**src/rtl/acmpc_pkg.sv**
```systemverilog
// package: register map, field positions and timing counts of the comparator control block
package acmpc_pkg;
	localparam logic [7:0] CTRL_ADDR = 8'hac;
	localparam logic [7:0] IRQ_STATUS_ADDR = 8'hb0;
	localparam logic [7:0] IRQ_CLEAR_ADDR = 8'hb1;
	localparam logic [7:0] IRQ_ENABLE_ADDR = 8'hb2;
	localparam logic [7:0] SETTLE_STATUS_ADDR = 8'hb3;
	localparam int HYST_BIT = 6;
	localparam int ENABLE_BIT = 5;
	localparam int NEG_SEL_BIT = 3;
	localparam int PIN_OE_BIT = 2;
	localparam int RESULT_BIT = 1;
	localparam int FLAG_BIT = 0;
	localparam logic [7:0] CTRL_WRITE_MASK = 8'h6c;
	localparam logic [7:0] CTRL_RESET = 8'h00;
	localparam int IRQ_CHANGE_BIT = 0;
	localparam int IRQ_SETTLED_BIT = 1;
	localparam logic [1:0] IRQ_ENABLE_RESET = 2'h0;
	localparam int CLK_MHZ = 250;
	localparam int SETTLE_US = 10;
	localparam int SETTLE_CYCLES = SETTLE_US * CLK_MHZ;
	typedef struct packed {
		logic hysteresis_on;
		logic comparator_on;
		logic negative_input_select;
		logic pin_output_enable;
	} acmpc_ctrl_t;
endpackage

```
**src/rtl/acmpc_sync.sv**
```systemverilog
// module: two-stage synchroniser with change pulse for the comparator result
`timescale 1ns/1ps
module acmpc_sync (
	input wire logic clk,
	input wire logic srst,
	input wire logic enable,
	input wire logic async_in,
	output logic synced,
	output logic changed
);
	logic meta_q;
	logic sync_q;
	logic prev_q;

	// first stage feeds only the second stage
	always_ff @(posedge clk) begin
		if (srst) begin
			meta_q <= 1'b0;
			sync_q <= 1'b0;
		end else begin
			meta_q <= async_in;
			sync_q <= meta_q;
		end
	end

	// forced low while off so a later enable edge is seen as a change only if the input is high
	always_ff @(posedge clk) begin
		if (srst) begin
			prev_q <= 1'b0;
		end else if (!enable) begin
			prev_q <= 1'b0;
		end else begin
			prev_q <= sync_q;
		end
	end

	assign synced = enable & sync_q;
	assign changed = enable & (sync_q ^ prev_q);
endmodule

```
**src/rtl/acmpc_settle.sv**
```systemverilog
// module: settle timer that counts the comparator start-up time after enable
`timescale 1ns/1ps
module acmpc_settle #(
	parameter int CYCLES = acmpc_pkg::SETTLE_CYCLES
) (
	input wire logic clk,
	input wire logic srst,
	input wire logic enable,
	output logic settled,
	output logic done_pulse
);
	localparam int CW = $clog2(CYCLES + 1);
	logic [CW-1:0] count_q;

	always_ff @(posedge clk) begin
		if (srst || !enable) begin
			count_q <= '0;
		end else if (count_q != CW'(CYCLES)) begin
			count_q <= count_q + 1'b1;
		end
	end

	assign settled = (count_q == CW'(CYCLES));
	assign done_pulse = enable && (count_q == CW'(CYCLES - 1));
endmodule

```
**src/rtl/acmpc_top.sv**
```systemverilog
// module: control, status and interrupt logic of comparator one
// Notes on behaviour
// - hysteresis control follows control bit 6; zero means off
// - control bit 3 picks negative input: 0 reference pin, 1 internal reference
// - result reaches output pin when bit 2 set and comparator on
// - output pin carries the raw comparator signal, not clock aligned
// - bit 1 reads result synchronised to the cpu clock, read only
// - synchronised result bit reads zero while comparator is off
// - change flag bit 0 sets on every result transition, either direction
// - change flag requests an interrupt whenever set; the interrupt enable register does not gate it
// - software clears flag by writing; disabling comparator clears it too
`timescale 1ns/1ps
module acmpc_top #(
	parameter int SETTLE_CYCLES = acmpc_pkg::SETTLE_CYCLES
) (
	input wire logic clk,
	input wire logic srst,
	input wire logic [7:0] addr,
	input wire logic [7:0] wdata,
	input wire logic wr_en,
	input wire logic rd_en,
	output logic [7:0] rdata,
	input wire logic compare_raw,
	output logic hysteresis_on,
	output logic comparator_on,
	output logic negative_input_select,
	output logic comparator_one_output,
	output logic comparator_one_output_oe,
	output logic compare_change_irq,
	output logic irq
);
	acmpc_pkg::acmpc_ctrl_t ctrl_q;
	logic flag_q;
	logic [1:0] irq_status_q;
	logic [1:0] irq_enable_q;
	logic [7:0] rdata_q;
	logic synced_compare_result;
	logic result_changed;
	logic settled;
	logic settle_done;
	logic wr_ctrl;
	logic wr_clear;
	logic [7:0] ctrl_view;

	assign wr_ctrl = wr_en && (addr == acmpc_pkg::CTRL_ADDR);
	assign wr_clear = wr_en && (addr == acmpc_pkg::IRQ_CLEAR_ADDR);

	acmpc_sync u_sync (
		.clk(clk),
		.srst(srst),
		.enable(ctrl_q.comparator_on),
		.async_in(compare_raw),
		.synced(synced_compare_result),
		.changed(result_changed)
	);

	acmpc_settle #(
		.CYCLES(SETTLE_CYCLES)
	) u_settle (
		.clk(clk),
		.srst(srst),
		.enable(ctrl_q.comparator_on),
		.settled(settled),
		.done_pulse(settle_done)
	);

	// writable control fields; reserved bits and the result bit drop writes
	always_ff @(posedge clk) begin
		if (srst) begin
			ctrl_q <= '0;
		end else if (wr_ctrl) begin
			ctrl_q.hysteresis_on <= wdata[acmpc_pkg::HYST_BIT];
			ctrl_q.comparator_on <= wdata[acmpc_pkg::ENABLE_BIT];
			ctrl_q.negative_input_select <= wdata[acmpc_pkg::NEG_SEL_BIT];
			ctrl_q.pin_output_enable <= wdata[acmpc_pkg::PIN_OE_BIT];
		end
	end

	// change flag: disable clears first, then a new change beats a software clear
	always_ff @(posedge clk) begin
		if (srst) begin
			flag_q <= 1'b0;
		end else if (!ctrl_q.comparator_on) begin
			flag_q <= 1'b0;
		end else if (result_changed) begin
			flag_q <= 1'b1;
		end else if (wr_ctrl && !wdata[acmpc_pkg::FLAG_BIT]) begin
			flag_q <= 1'b0;
		end
	end

	// sticky interrupt status: set wins over clear
	always_ff @(posedge clk) begin
		if (srst) begin
			irq_status_q <= 2'h0;
		end else begin
			irq_status_q[acmpc_pkg::IRQ_CHANGE_BIT] <= result_changed
				| (irq_status_q[acmpc_pkg::IRQ_CHANGE_BIT]
				& ~(wr_clear & wdata[acmpc_pkg::IRQ_CHANGE_BIT]));
			irq_status_q[acmpc_pkg::IRQ_SETTLED_BIT] <= settle_done
				| (irq_status_q[acmpc_pkg::IRQ_SETTLED_BIT]
				& ~(wr_clear & wdata[acmpc_pkg::IRQ_SETTLED_BIT]));
		end
	end

	always_ff @(posedge clk) begin
		if (srst) begin
			irq_enable_q <= acmpc_pkg::IRQ_ENABLE_RESET;
		end else if (wr_en && addr == acmpc_pkg::IRQ_ENABLE_ADDR) begin
			irq_enable_q <= wdata[1:0];
		end
	end

	always_comb begin
		ctrl_view = acmpc_pkg::CTRL_RESET;
		ctrl_view[acmpc_pkg::HYST_BIT] = ctrl_q.hysteresis_on;
		ctrl_view[acmpc_pkg::ENABLE_BIT] = ctrl_q.comparator_on;
		ctrl_view[acmpc_pkg::NEG_SEL_BIT] = ctrl_q.negative_input_select;
		ctrl_view[acmpc_pkg::PIN_OE_BIT] = ctrl_q.pin_output_enable;
		ctrl_view[acmpc_pkg::RESULT_BIT] = synced_compare_result;
		ctrl_view[acmpc_pkg::FLAG_BIT] = flag_q;
	end

	// read data valid only in the cycle after the strobe; unmapped reads give zero
	always_ff @(posedge clk) begin
		if (srst) begin
			rdata_q <= 8'h00;
		end else if (rd_en) begin
			case (addr)
				acmpc_pkg::CTRL_ADDR: rdata_q <= ctrl_view;
				acmpc_pkg::IRQ_STATUS_ADDR: rdata_q <= {6'h00, irq_status_q};
				acmpc_pkg::IRQ_ENABLE_ADDR: rdata_q <= {6'h00, irq_enable_q};
				acmpc_pkg::SETTLE_STATUS_ADDR: rdata_q <= {7'h00, settled};
				default: rdata_q <= 8'h00;
			endcase
		end else begin
			rdata_q <= 8'h00;
		end
	end

	assign rdata = rdata_q;

	// analog controls are straight register outputs
	assign hysteresis_on = ctrl_q.hysteresis_on;
	assign comparator_on = ctrl_q.comparator_on;
	assign negative_input_select = ctrl_q.negative_input_select;
	assign compare_change_irq = flag_q;
	assign irq = |(irq_status_q & irq_enable_q);

	// the pin must stay asynchronous, so the raw signal is gated, not registered
	assign comparator_one_output_oe = ctrl_q.pin_output_enable & ctrl_q.comparator_on;
	assign comparator_one_output = comparator_one_output_oe & compare_raw;
endmodule

```
**config.mk**
```make
export PLATFORM = sky130hd
export DESIGN_NAME = acmpc_top
export DESIGN_NICKNAME = d
export VERILOG_FILES = /design/src/rtl/acmpc_pkg.sv /design/src/rtl/acmpc_sync.sv /design/src/rtl/acmpc_settle.sv /design/src/rtl/acmpc_top.sv
export SDC_FILE = /design/constraint.sdc
export NUM_CORES = 1
export LEC_CHECK = 0
export ABC_AREA = 1
export BUFFER_PORTS_ARGS = -buffer_cell sky130_fd_sc_hd__buf_4
export CAP_MARGIN = 30
export CORE_UTILIZATION = 52
export DETAILED_ROUTE_END_ITERATION = 8
export GPL_TIMING_DRIVEN = 0
export PLACE_DENSITY_LB_ADDON = 0.25
export SYNTH_ARGS = -nofsm -noshare
export SYNTH_HDL_FRONTEND = slang
export SYNTH_SLANG_ARGS = --single-unit
```
**constraint.sdc**
```tcl
create_clock -name clk -period 1.5 [get_ports clk]
set_input_delay 0.075 -clock clk [delete_from_list [all_inputs] [get_ports clk]]
set_output_delay 0.075 -clock clk [all_outputs]
set_load 0.02 [all_outputs]
```
==> metrics.md, run 1 <==
| Metric | Value |
|---|---|
| Status | complete, no violations |
| Routability cong. | 0.896 |
| Post-layout min period | 1.25 ns |
| Post-route ant nets | 0 |
| Number of global-route vias before repair | 1212 |
| Antenna violations before repair | 0 |
| Peak supply drop | 1.05 mV |
| Reg2reg path depth | 6 |
| Synth area leaders | dfxtp_1 (40%), nand2_1 (9.3%), inv_1 (8.5%) |
| Rows | 19 |
| Die X | 55.6 microns |
| Synth cell types | 25 |
| Largest family of logic cells by synthesized area | simple AND/OR/NAND/NOR gates |
| Post-cts sizing count | 0 |
| Main synth FF type | dfxtp_1 |
| Setup TNS Final | 0 ns |
| CP Launch Type | register |
| Drc violations | 0 |
| Post-synth EDFFs | 0 |
| Cells after Synth | 208 |
| Worst-Skew Late Latency | 0.32 ns |
| Mapped cell area | 1500 sq um |
| Area leader, netlist | dfxtp_1 |
| Arr. time, crit path | 1.47 ns |
| CTS tree | built |
| Area fraction in compound gates after synthesis | 9.54% |
| First-pass GRT wire length | 5050 microns |
| Worst reg2reg startpoint | u_settle.count_q[1] |
| Largest net degree at the start of global routing | 11 |
| Avg Cell Area, Syn | 7.19 sq um |
| Pwr dens | 828 nW/um^2 |
| Clock sinks | 30 |
| GR Util met3 | 7.67% |
| Post-layout net count | 272 |
| Diodes inserted | 0 |
| Starting density of the core | 54.7% |
| H-tree depth | 2 |
| Post-synth ARST share | 0% |
| Logic gate share of total power | 6.4% |
| Yosys warns | 0 |
| Final Core Density | 68.5% |
| RSZ-0062 raised after global routing | no |
| Drt first pass iters | 6 |
| Max-slew violations | 0 |
| HP Start | wdata[6] |
| Clk pin slew, worst setup/hold paths | 0.09 ns |
| Clock skew | 0.00816 ns |
| GRT busiest layer | met2 |
| Final hold violation count | 0 |
| Max Cap Viol | 0 |
| F_max | 799 MHz |
| Gr ovfl total | 0 |
| WL per Instance | 10.8 microns |
| Seq pwr share | 51.6% |
| Share of layout cells above drive strength 1 | 24.1% |
| Synth Area in Adders | 1.67% |
| Root Buffer Master | clkbuf_4 |
| Hold path endpoint | hysteresis_on |
| Number of synthesized register bits | 30 |
| Largest fanout on the critical path | 4 |
| Hold Crit Depth | 3 |
| Die footprint | 3090 sq um |
| Placed insts | 271 |
| Total CTS buffers | 5 |
| # port buffers | 31 |
| Drt initial violations | 66 |
| Met2 Resource Use GR | 34.6% |
| Core area | 2730 sq um |
| Top-area cell type share of the netlist area | 40.2% |
| WP data required | 1.72 ns |
| Vias per cell | 4.91 |
| Sequential fraction of the synthesis area | 40.2% |
| Total Routing Usage GR | 20.9% |
| Area Growth Syn to Fin | 25.2% |
| Number of I/O pins | 36 |
| Tot Pwr | 1550 uW |
| Clk pwr share | 41.9% |
| Crit share post-route | 83.4% |
| Met1 Track Usage GR | 24.3% |
| R2R Setup Slk | 0.25 ns |
| Leak pwr | 0.000775 uW |
| Reg2reg end | u_settle.count_q[10] |
| Internal | 1230 uW |
| Simple-Gate Fraction of Synth Area | 35.1% |
| Post CTS Setup Buffer Count | 0 |
| Mux cell area share after synthesis | 0% |
| Crit path kind | reg2reg |
| Final setup violation count | 0 |
| Routed WL | 3030 microns |
| Switching Power | 315 uW |
| Die Ht | 55.6 microns |
| Critical Path End Type | register |
| Type of the tightest min-delay check | in2reg |
| Final cell count without fillers | 280 |
| Vias | 1374 |
| HPWL after detailed placement | 2260 microns |
| Post-synthesis xor/xnor area fraction | 2.93% |
| CTS max path bufs | 2 |
| Net Sw Frac | 20.3% |
-- final cells by class --
| class | count | area [sq um] |
|---|---|---|
| clock buffers | 6 | 51.3 |
| inverters | 36 | 135 |
| fillers | 242 | 862 |
| clock inverters | 1 | 30.0 |
| multi-input cells | 140 | 743 |
| flip-flops and latches | 30 | 601 |
| repair buffers | 33 | 253 |
| well taps | 31 | 38.8 |
| plain buffers | 3 | 20.0 |
-- timing repair --
item / CTS / global route
hold buffers: 2 / 0
endpoints found under the setup margin: 0 / 0
hold endpoints to repair: 4 / 0
-- kinds of logic after synthesis --
| group | count (synthesis) |
|---|---|
| and+or+nand+nor | 104 |
| buffers and inverters | 39 |
| DFF | 30 |
| AOI/OAI and AO/OA | 27 |
| xor gates and xnor gates | 5 |
| adders and majority gates | 2 |
| other | 1 |
-- synth_stat cells (2+ instances only) --
library cell,number
inv_1,34
nand3_2,4
nand4_1,8
nand3_1,13
nand2_2,5
nand2_1,37
o21ai_0,9
inv_2,2
nor3_1,5
nor2_1,24
buf_4,2
a21oi_1,16
nor2_4,4
ha_1,2
xor2_1,4
dfxtp_1,30
-- layout by cell type (no fill, tap or decap) --
cell type,n
nand3_1,13
nor3_1,5
a21oi_2,1
bufinv_16,1
clkbuf_8,1
nand4_1,8
inv_1,34
nor2_4,4
xnor2_1,1
dfxtp_1,30
a22o_1,1
dlygate4sd3_1,2
ha_1,2
xor2_1,4
nor3_4,1
o21ai_0,9
conb_1,2
clkbuf_4,5
buf_4,33
a21oi_1,16
nor3_2,1
nand2_1,37
nor2_1,24
inv_2,2
nor2_2,1
or2_0,1
nand2_2,5
buf_2,1
nand3_2,4
-- per-layer routing --
metal / routed length [microns] / share of wire, %
met2: 1360 / 45
met4: 42 / 1.4
met5: 0 / 0
met3: 171 / 5.6
met1: 1460 / 48
-- state kept, by name, indices dropped and copies added (netlist names) --
signal	cells
hysteresis_on	1
irq_status_q	2
compare_change_irq	1
u_sync.meta_q	1
negative_input_select	1
comparator_on	1
u_sync.prev_q	1
u_settle.count_q	12
rdata	6
ctrl_q	1
irq_enable_q	2
u_sync.sync_q	1
-- power by group through the flow --
stage / Clock (uW) / Combinational, uW / Sequential (uW)
6_report: 650 / 99.7 / 800
5_1_grt: 696 / 110 / 801
4_1_cts: 664 / 98.6 / 800
3_5_place_dp: 0 / 94.0 / 819
3_3_place_gp: 0 / 93.4 / 819
2_1_floorplan: 0 / 43.5 / 819
-- critical path, cell delays in order, from the launching register on --
cell and delay (ns):
dfxtp_1 0.39, ha_1 0.23, nand2_1 0.10, inv_2 0.10
nand3_2 0.09, o21ai_0 0.16, a21oi_1 0.08
-- stage by stage --
step	hold slack (ns)	cell area [sq um]	worst slack (ns)
CTS	0.0157	1870	0.230
global route	0.00834	1870	0.136
global placement	0.281	1770	0.274
finish	0.0297	1870	0.248
detailed placement	0.287	1770	0.246
floorplan	0.144	1500	0.357
-- how the worst max path moves through the flow --
stage               slack [ns]  cells past startpoint                 from              endpoint
floorplan                 0.36                      6  u_settle.count_q[1]   u_settle.count_q[4]
global placement          0.27                      6  u_settle.count_q[1]   u_settle.count_q[4]
detailed placement        0.25                      6  u_settle.count_q[1]  u_settle.count_q[10]
CTS                       0.23                      6  u_settle.count_q[1]  u_settle.count_q[10]
global route              0.14                      6  u_settle.count_q[1]  u_settle.count_q[10]
finish                    0.25                      6  u_settle.count_q[1]  u_settle.count_q[10]
Power figures use the tool's default switching activity.
==> run 2, diff against run 1 <==
--- a/config.mk
+++ b/config.mk
@@ -5,10 +5,10 @@
 export SDC_FILE = /design/constraint.sdc
 export NUM_CORES = 1
 export LEC_CHECK = 0
-export ABC_AREA = 1
+export ABC_AREA = 0
 export BUFFER_PORTS_ARGS = -buffer_cell sky130_fd_sc_hd__buf_4
 export CAP_MARGIN = 30
-export CORE_UTILIZATION = 52
+export CORE_UTILIZATION = 46
 export DETAILED_ROUTE_END_ITERATION = 8
 export GPL_TIMING_DRIVEN = 0
 export PLACE_DENSITY_LB_ADDON = 0.25
==> constraint.sdc (replaced) <==
create_clock -name clk -period 1.09 [get_ports clk]
set_input_delay 0.0545 -clock clk [delete_from_list [all_inputs] [get_ports clk]]
set_output_delay 0.0545 -clock clk [all_outputs]
set_load 0.02 [all_outputs]
==> metrics.md, run 2 <==
| Metric | Value |
|---|---|
| Post-layout net count | 240 (was 272) |
| Commonest cells in the netlist | dfxtp_1 (30), nand3_1 (12), nand2_1 (11), nor2_1 (10), a21oi_1 (9) (was nand2_1 (37), inv_1 (34), dfxtp_1 (30), nor2_1 (24), a21oi_1 (16)) |
| Met1 Routed Length | 1390 microns (was 1460 microns) |
| F_max | 638 MHz (was 799 MHz) |
| Number of global-route vias before repair | 1315 (was 1212) |
| Total Routing Usage GR | 22.4% (was 20.9%) |
| Synth area leaders | dfxtp_1 (44%), nand3_1 (4.4%), a21oi_1 (3.3%) (was dfxtp_1 (40%), nand2_1 (9.3%), inv_1 (8.5%)) |
| Antenna violations before repair | 0 (unchanged) |
| Leak pwr | 0.000807 uW (was 0.000775 uW) |
| Die X | 56.2 microns (was 55.6 microns) |
| Largest register FFs | 12 (unchanged) |
| Filler cell count | 201 (was 242) |
| Status | finished, violations left (was complete, no violations) |
| RSZ-0062 raised after global routing | yes (was no) |
| Die Ht | 56.2 microns (was 55.6 microns) |
| Most frequent cells in the layout | buf_4 (40), dfxtp_1 (17), nand3_1 (11), nor2_1 (10) (was nand2_1 (37), inv_1 (34), buf_4 (33), dfxtp_1 (30), nor2_1 (24)) |
| Most common cell in the synthesized netlist | dfxtp_1 (was nand2_1) |
| Clock skew | 0.0105 ns (was 0.00816 ns) |
| CTS tree | built (unchanged) |
| Total CTS buffers | 5 (unchanged) |
| Yosys warns | 0 (unchanged) |
| Max layer used | met4 (unchanged) |
| Largest fanout on the critical path | 2 (was 4) |
| Rows | 19 (unchanged) |
| Drt initial violations | 51 (was 66) |
| Number of synthesized register bits | 30 (unchanged) |
| Number of I/O pins | 36 (unchanged) |
| Synth cell types | 40 (was 25) |
| Cells after Synth | 154 (was 208) |
| Gr ovfl total | 0 (unchanged) |
| Post-synth EDFFs | 0 (unchanged) |
| Root Buffer Master | clkbuf_4 (unchanged) |
| HPWL after detailed placement | 2090 microns (was 2260 microns) |
| Tot Pwr | 2300 uW (was 1550 uW) |
| Crit path kind | reg2reg (unchanged) |
| Die footprint | 3160 sq um (was 3090 sq um) |
| Area leader, netlist | dfxtp_1 (unchanged) |
| Commonest non-fill, non-tap cell in the layout | buf_4 (was nand2_1) |
| Post-synth ARST share | 0% (unchanged) |
| Drc violations | 0 (unchanged) |
| First-pass GRT wire length | 5460 microns (was 5050 microns) |
| Area Growth Syn to Fin | 54.0% (was 25.2%) |
| WL per Instance | 13.7 microns (was 10.8 microns) |
| Vias per cell | 5.49 (was 4.91) |
| Clk pin slew, worst setup/hold paths | 0.10 ns (was 0.09 ns) |
| CP Launch Type | register (unchanged) |
| Avg Cell Area, Syn | 8.78 sq um (was 7.19 sq um) |
| Crit share post-route | 144% (was 83.4%) |
| Pre-CTS WS | -0.577 ns (was 0.246 ns) |
| Met3 WL | 192 microns (was 171 microns) |
| Type of the tightest min-delay check | in2reg (unchanged) |
| Post-layout min period | 1.57 ns (was 1.25 ns) |
| Routability cong. | 0.804 (was 0.896) |
| Clock sinks | 30 (unchanged) |
| Largest net degree at the start of global routing | 11 (unchanged) |
| Critical Path End Type | register (unchanged) |
| Final Core Density | 74.9% (was 68.5%) |
| WP data required | 1.30 ns (was 1.72 ns) |
| Main synth FF type | dfxtp_1 (unchanged) |
| Mapped cell area | 1350 sq um (was 1500 sq um) |
| Post-route ant nets | 0 (unchanged) |
| Top-area cell type share of the netlist area | 44.4% (was 40.2%) |
| # port buffers | 31 (unchanged) |
| Placed cell area | 1670 sq um (was 1770 sq um) |
| Core area | 2780 sq um (was 2730 sq um) |
| Sequential fraction of the synthesis area | 44.4% (was 40.2%) |
| Share of layout cells above drive strength 1 | 42.7% (was 24.1%) |
| Diodes inserted | 0 (unchanged) |
| Finished Cell Area | 2080 sq um (was 1870 sq um) |
| CTS max path bufs | 2 (unchanged) |
| Final setup violation count | 13 (was 0) |
| Peak supply drop | 1.46 mV (was 1.05 mV) |
| Largest Register | u_settle.count_q (unchanged) |
| Max-slew violations | 0 (unchanged) |
| Vias | 1367 (was 1374) |
| Starting density of the core | 48.6% (was 54.7%) |
| Pwr dens | 1100 nW/um^2 (was 828 nW/um^2) |
| Worst-Skew Late Latency | 0.32 ns (about the same) |
| Drt first pass iters | 4 (was 6) |
| Routed WL | 3420 microns (was 3030 microns) |
| DR WL met2 | 1790 microns (was 1360 microns) |
| Max Cap Viol | 0 (unchanged) |
| Final hold violation count | 0 (unchanged) |
| Worst setup margin | -0.478 ns (was 0.248 ns) |
| H-tree depth | 2 (unchanged) |
| Arr. time, crit path | 1.77 ns (was 1.47 ns) |
| Failing checks | negative setup slack |
[run 2: changes by cell type after synthesis, sizes merged, moves of 4 or more]
cell	change
a21oi	-8
and3	+6
inv	-29
nand2	-31
nand3	-5
nand3b	+4
nand4	-6
nor2	-19
nor2b	+5
nor4	+5
[run 2: cells by family (layout without fill, tap and decap cells)]
family                   after synthesis  in the layout  share of synthesized area (%)
AND/OR/NAND/NOR                       75             75                           31.7
other                                  1              2                          0.277
multiplexers                           3              3                           2.22
AO/OA/AOI/OAI                         23             23                           10.4
adder cells (fa/ha/maj)                2              2                           1.85
buffers and inverters                 12             75                           3.98
flip-flops                            30             30                           44.4
XOR/XNOR                               8              8                           5.18
[run 2: power by group]
group,total (uW),internal (uW),switching [uW]
Sequential,1090,1090,2.20
Clock,1060,685,379
Combinational,141,81.7,59.6
[run 2: path summary, 6_finish.rpt]
kind | from | end | depth (start not counted) | slack, ns
worst max-delay path | u_settle.count_q[10] | u_settle.count_q[1] | 5 | -0.48
worst min-delay path | wr_en | ctrl_q[0] | 3 | 0.05
worst max register to register | u_settle.count_q[10] | u_settle.count_q[1] | 5 | -0.48
worst min register to register | u_sync.meta_q | u_sync.sync_q | 1 | 0.44
[run 2: routing by layer]
metal / vias to the layer above / global-route usage, %
met1: 648 / 22.8
met4: 0 / 9.76
met3: 6 / 8.14
li1: 674 / -
met2: 39 / 40.6
met5: - / 0
[run 2: through the flow]
stage	cells	hold WS (ns)	TNS, ns
5_1_grt	249	0.0338	-4.95
3_3_place_gp	217	0.284	-6.57
2_1_floorplan	155	0.165	-2.61
6_report	249	0.0453	-3.91
3_5_place_dp	217	0.292	-7.04
4_1_cts	244	0.0316	-4.55
[run 2: area by class of cell]
type | count | area, sq um | share of cell area [%]
multi-input combinational | 113 | 796 | 38.2
inverter | 7 | 26.3 | 1.26
clock inverter | 1 | 30.0 | 1.44
buffer | 5 | 28.8 | 1.38
tap | 31 | 38.8 | 1.86
clock buffer | 7 | 76.3 | 3.66
timing repair buffer | 55 | 460 | 22.1
sequential | 30 | 627 | 30.1
[run 2: critical path: stages (launching register included)]
cell and delay, ns:
dfxtp_2 0.33, or4_4 0.55, nor4_4 0.17, buf_4 0.17, mux2i_1 0.19, nor2_1 0.05
[run 2: repair_timing]
action / in CTS / in global routing
hold buffers: 8 / 0
resized for setup: 17 / 23
pin swaps: 10 / 10
hold endpoints to repair: 10 / 0
endpoints found under the setup margin: 16 / 25
setup buffers: 11 / 7
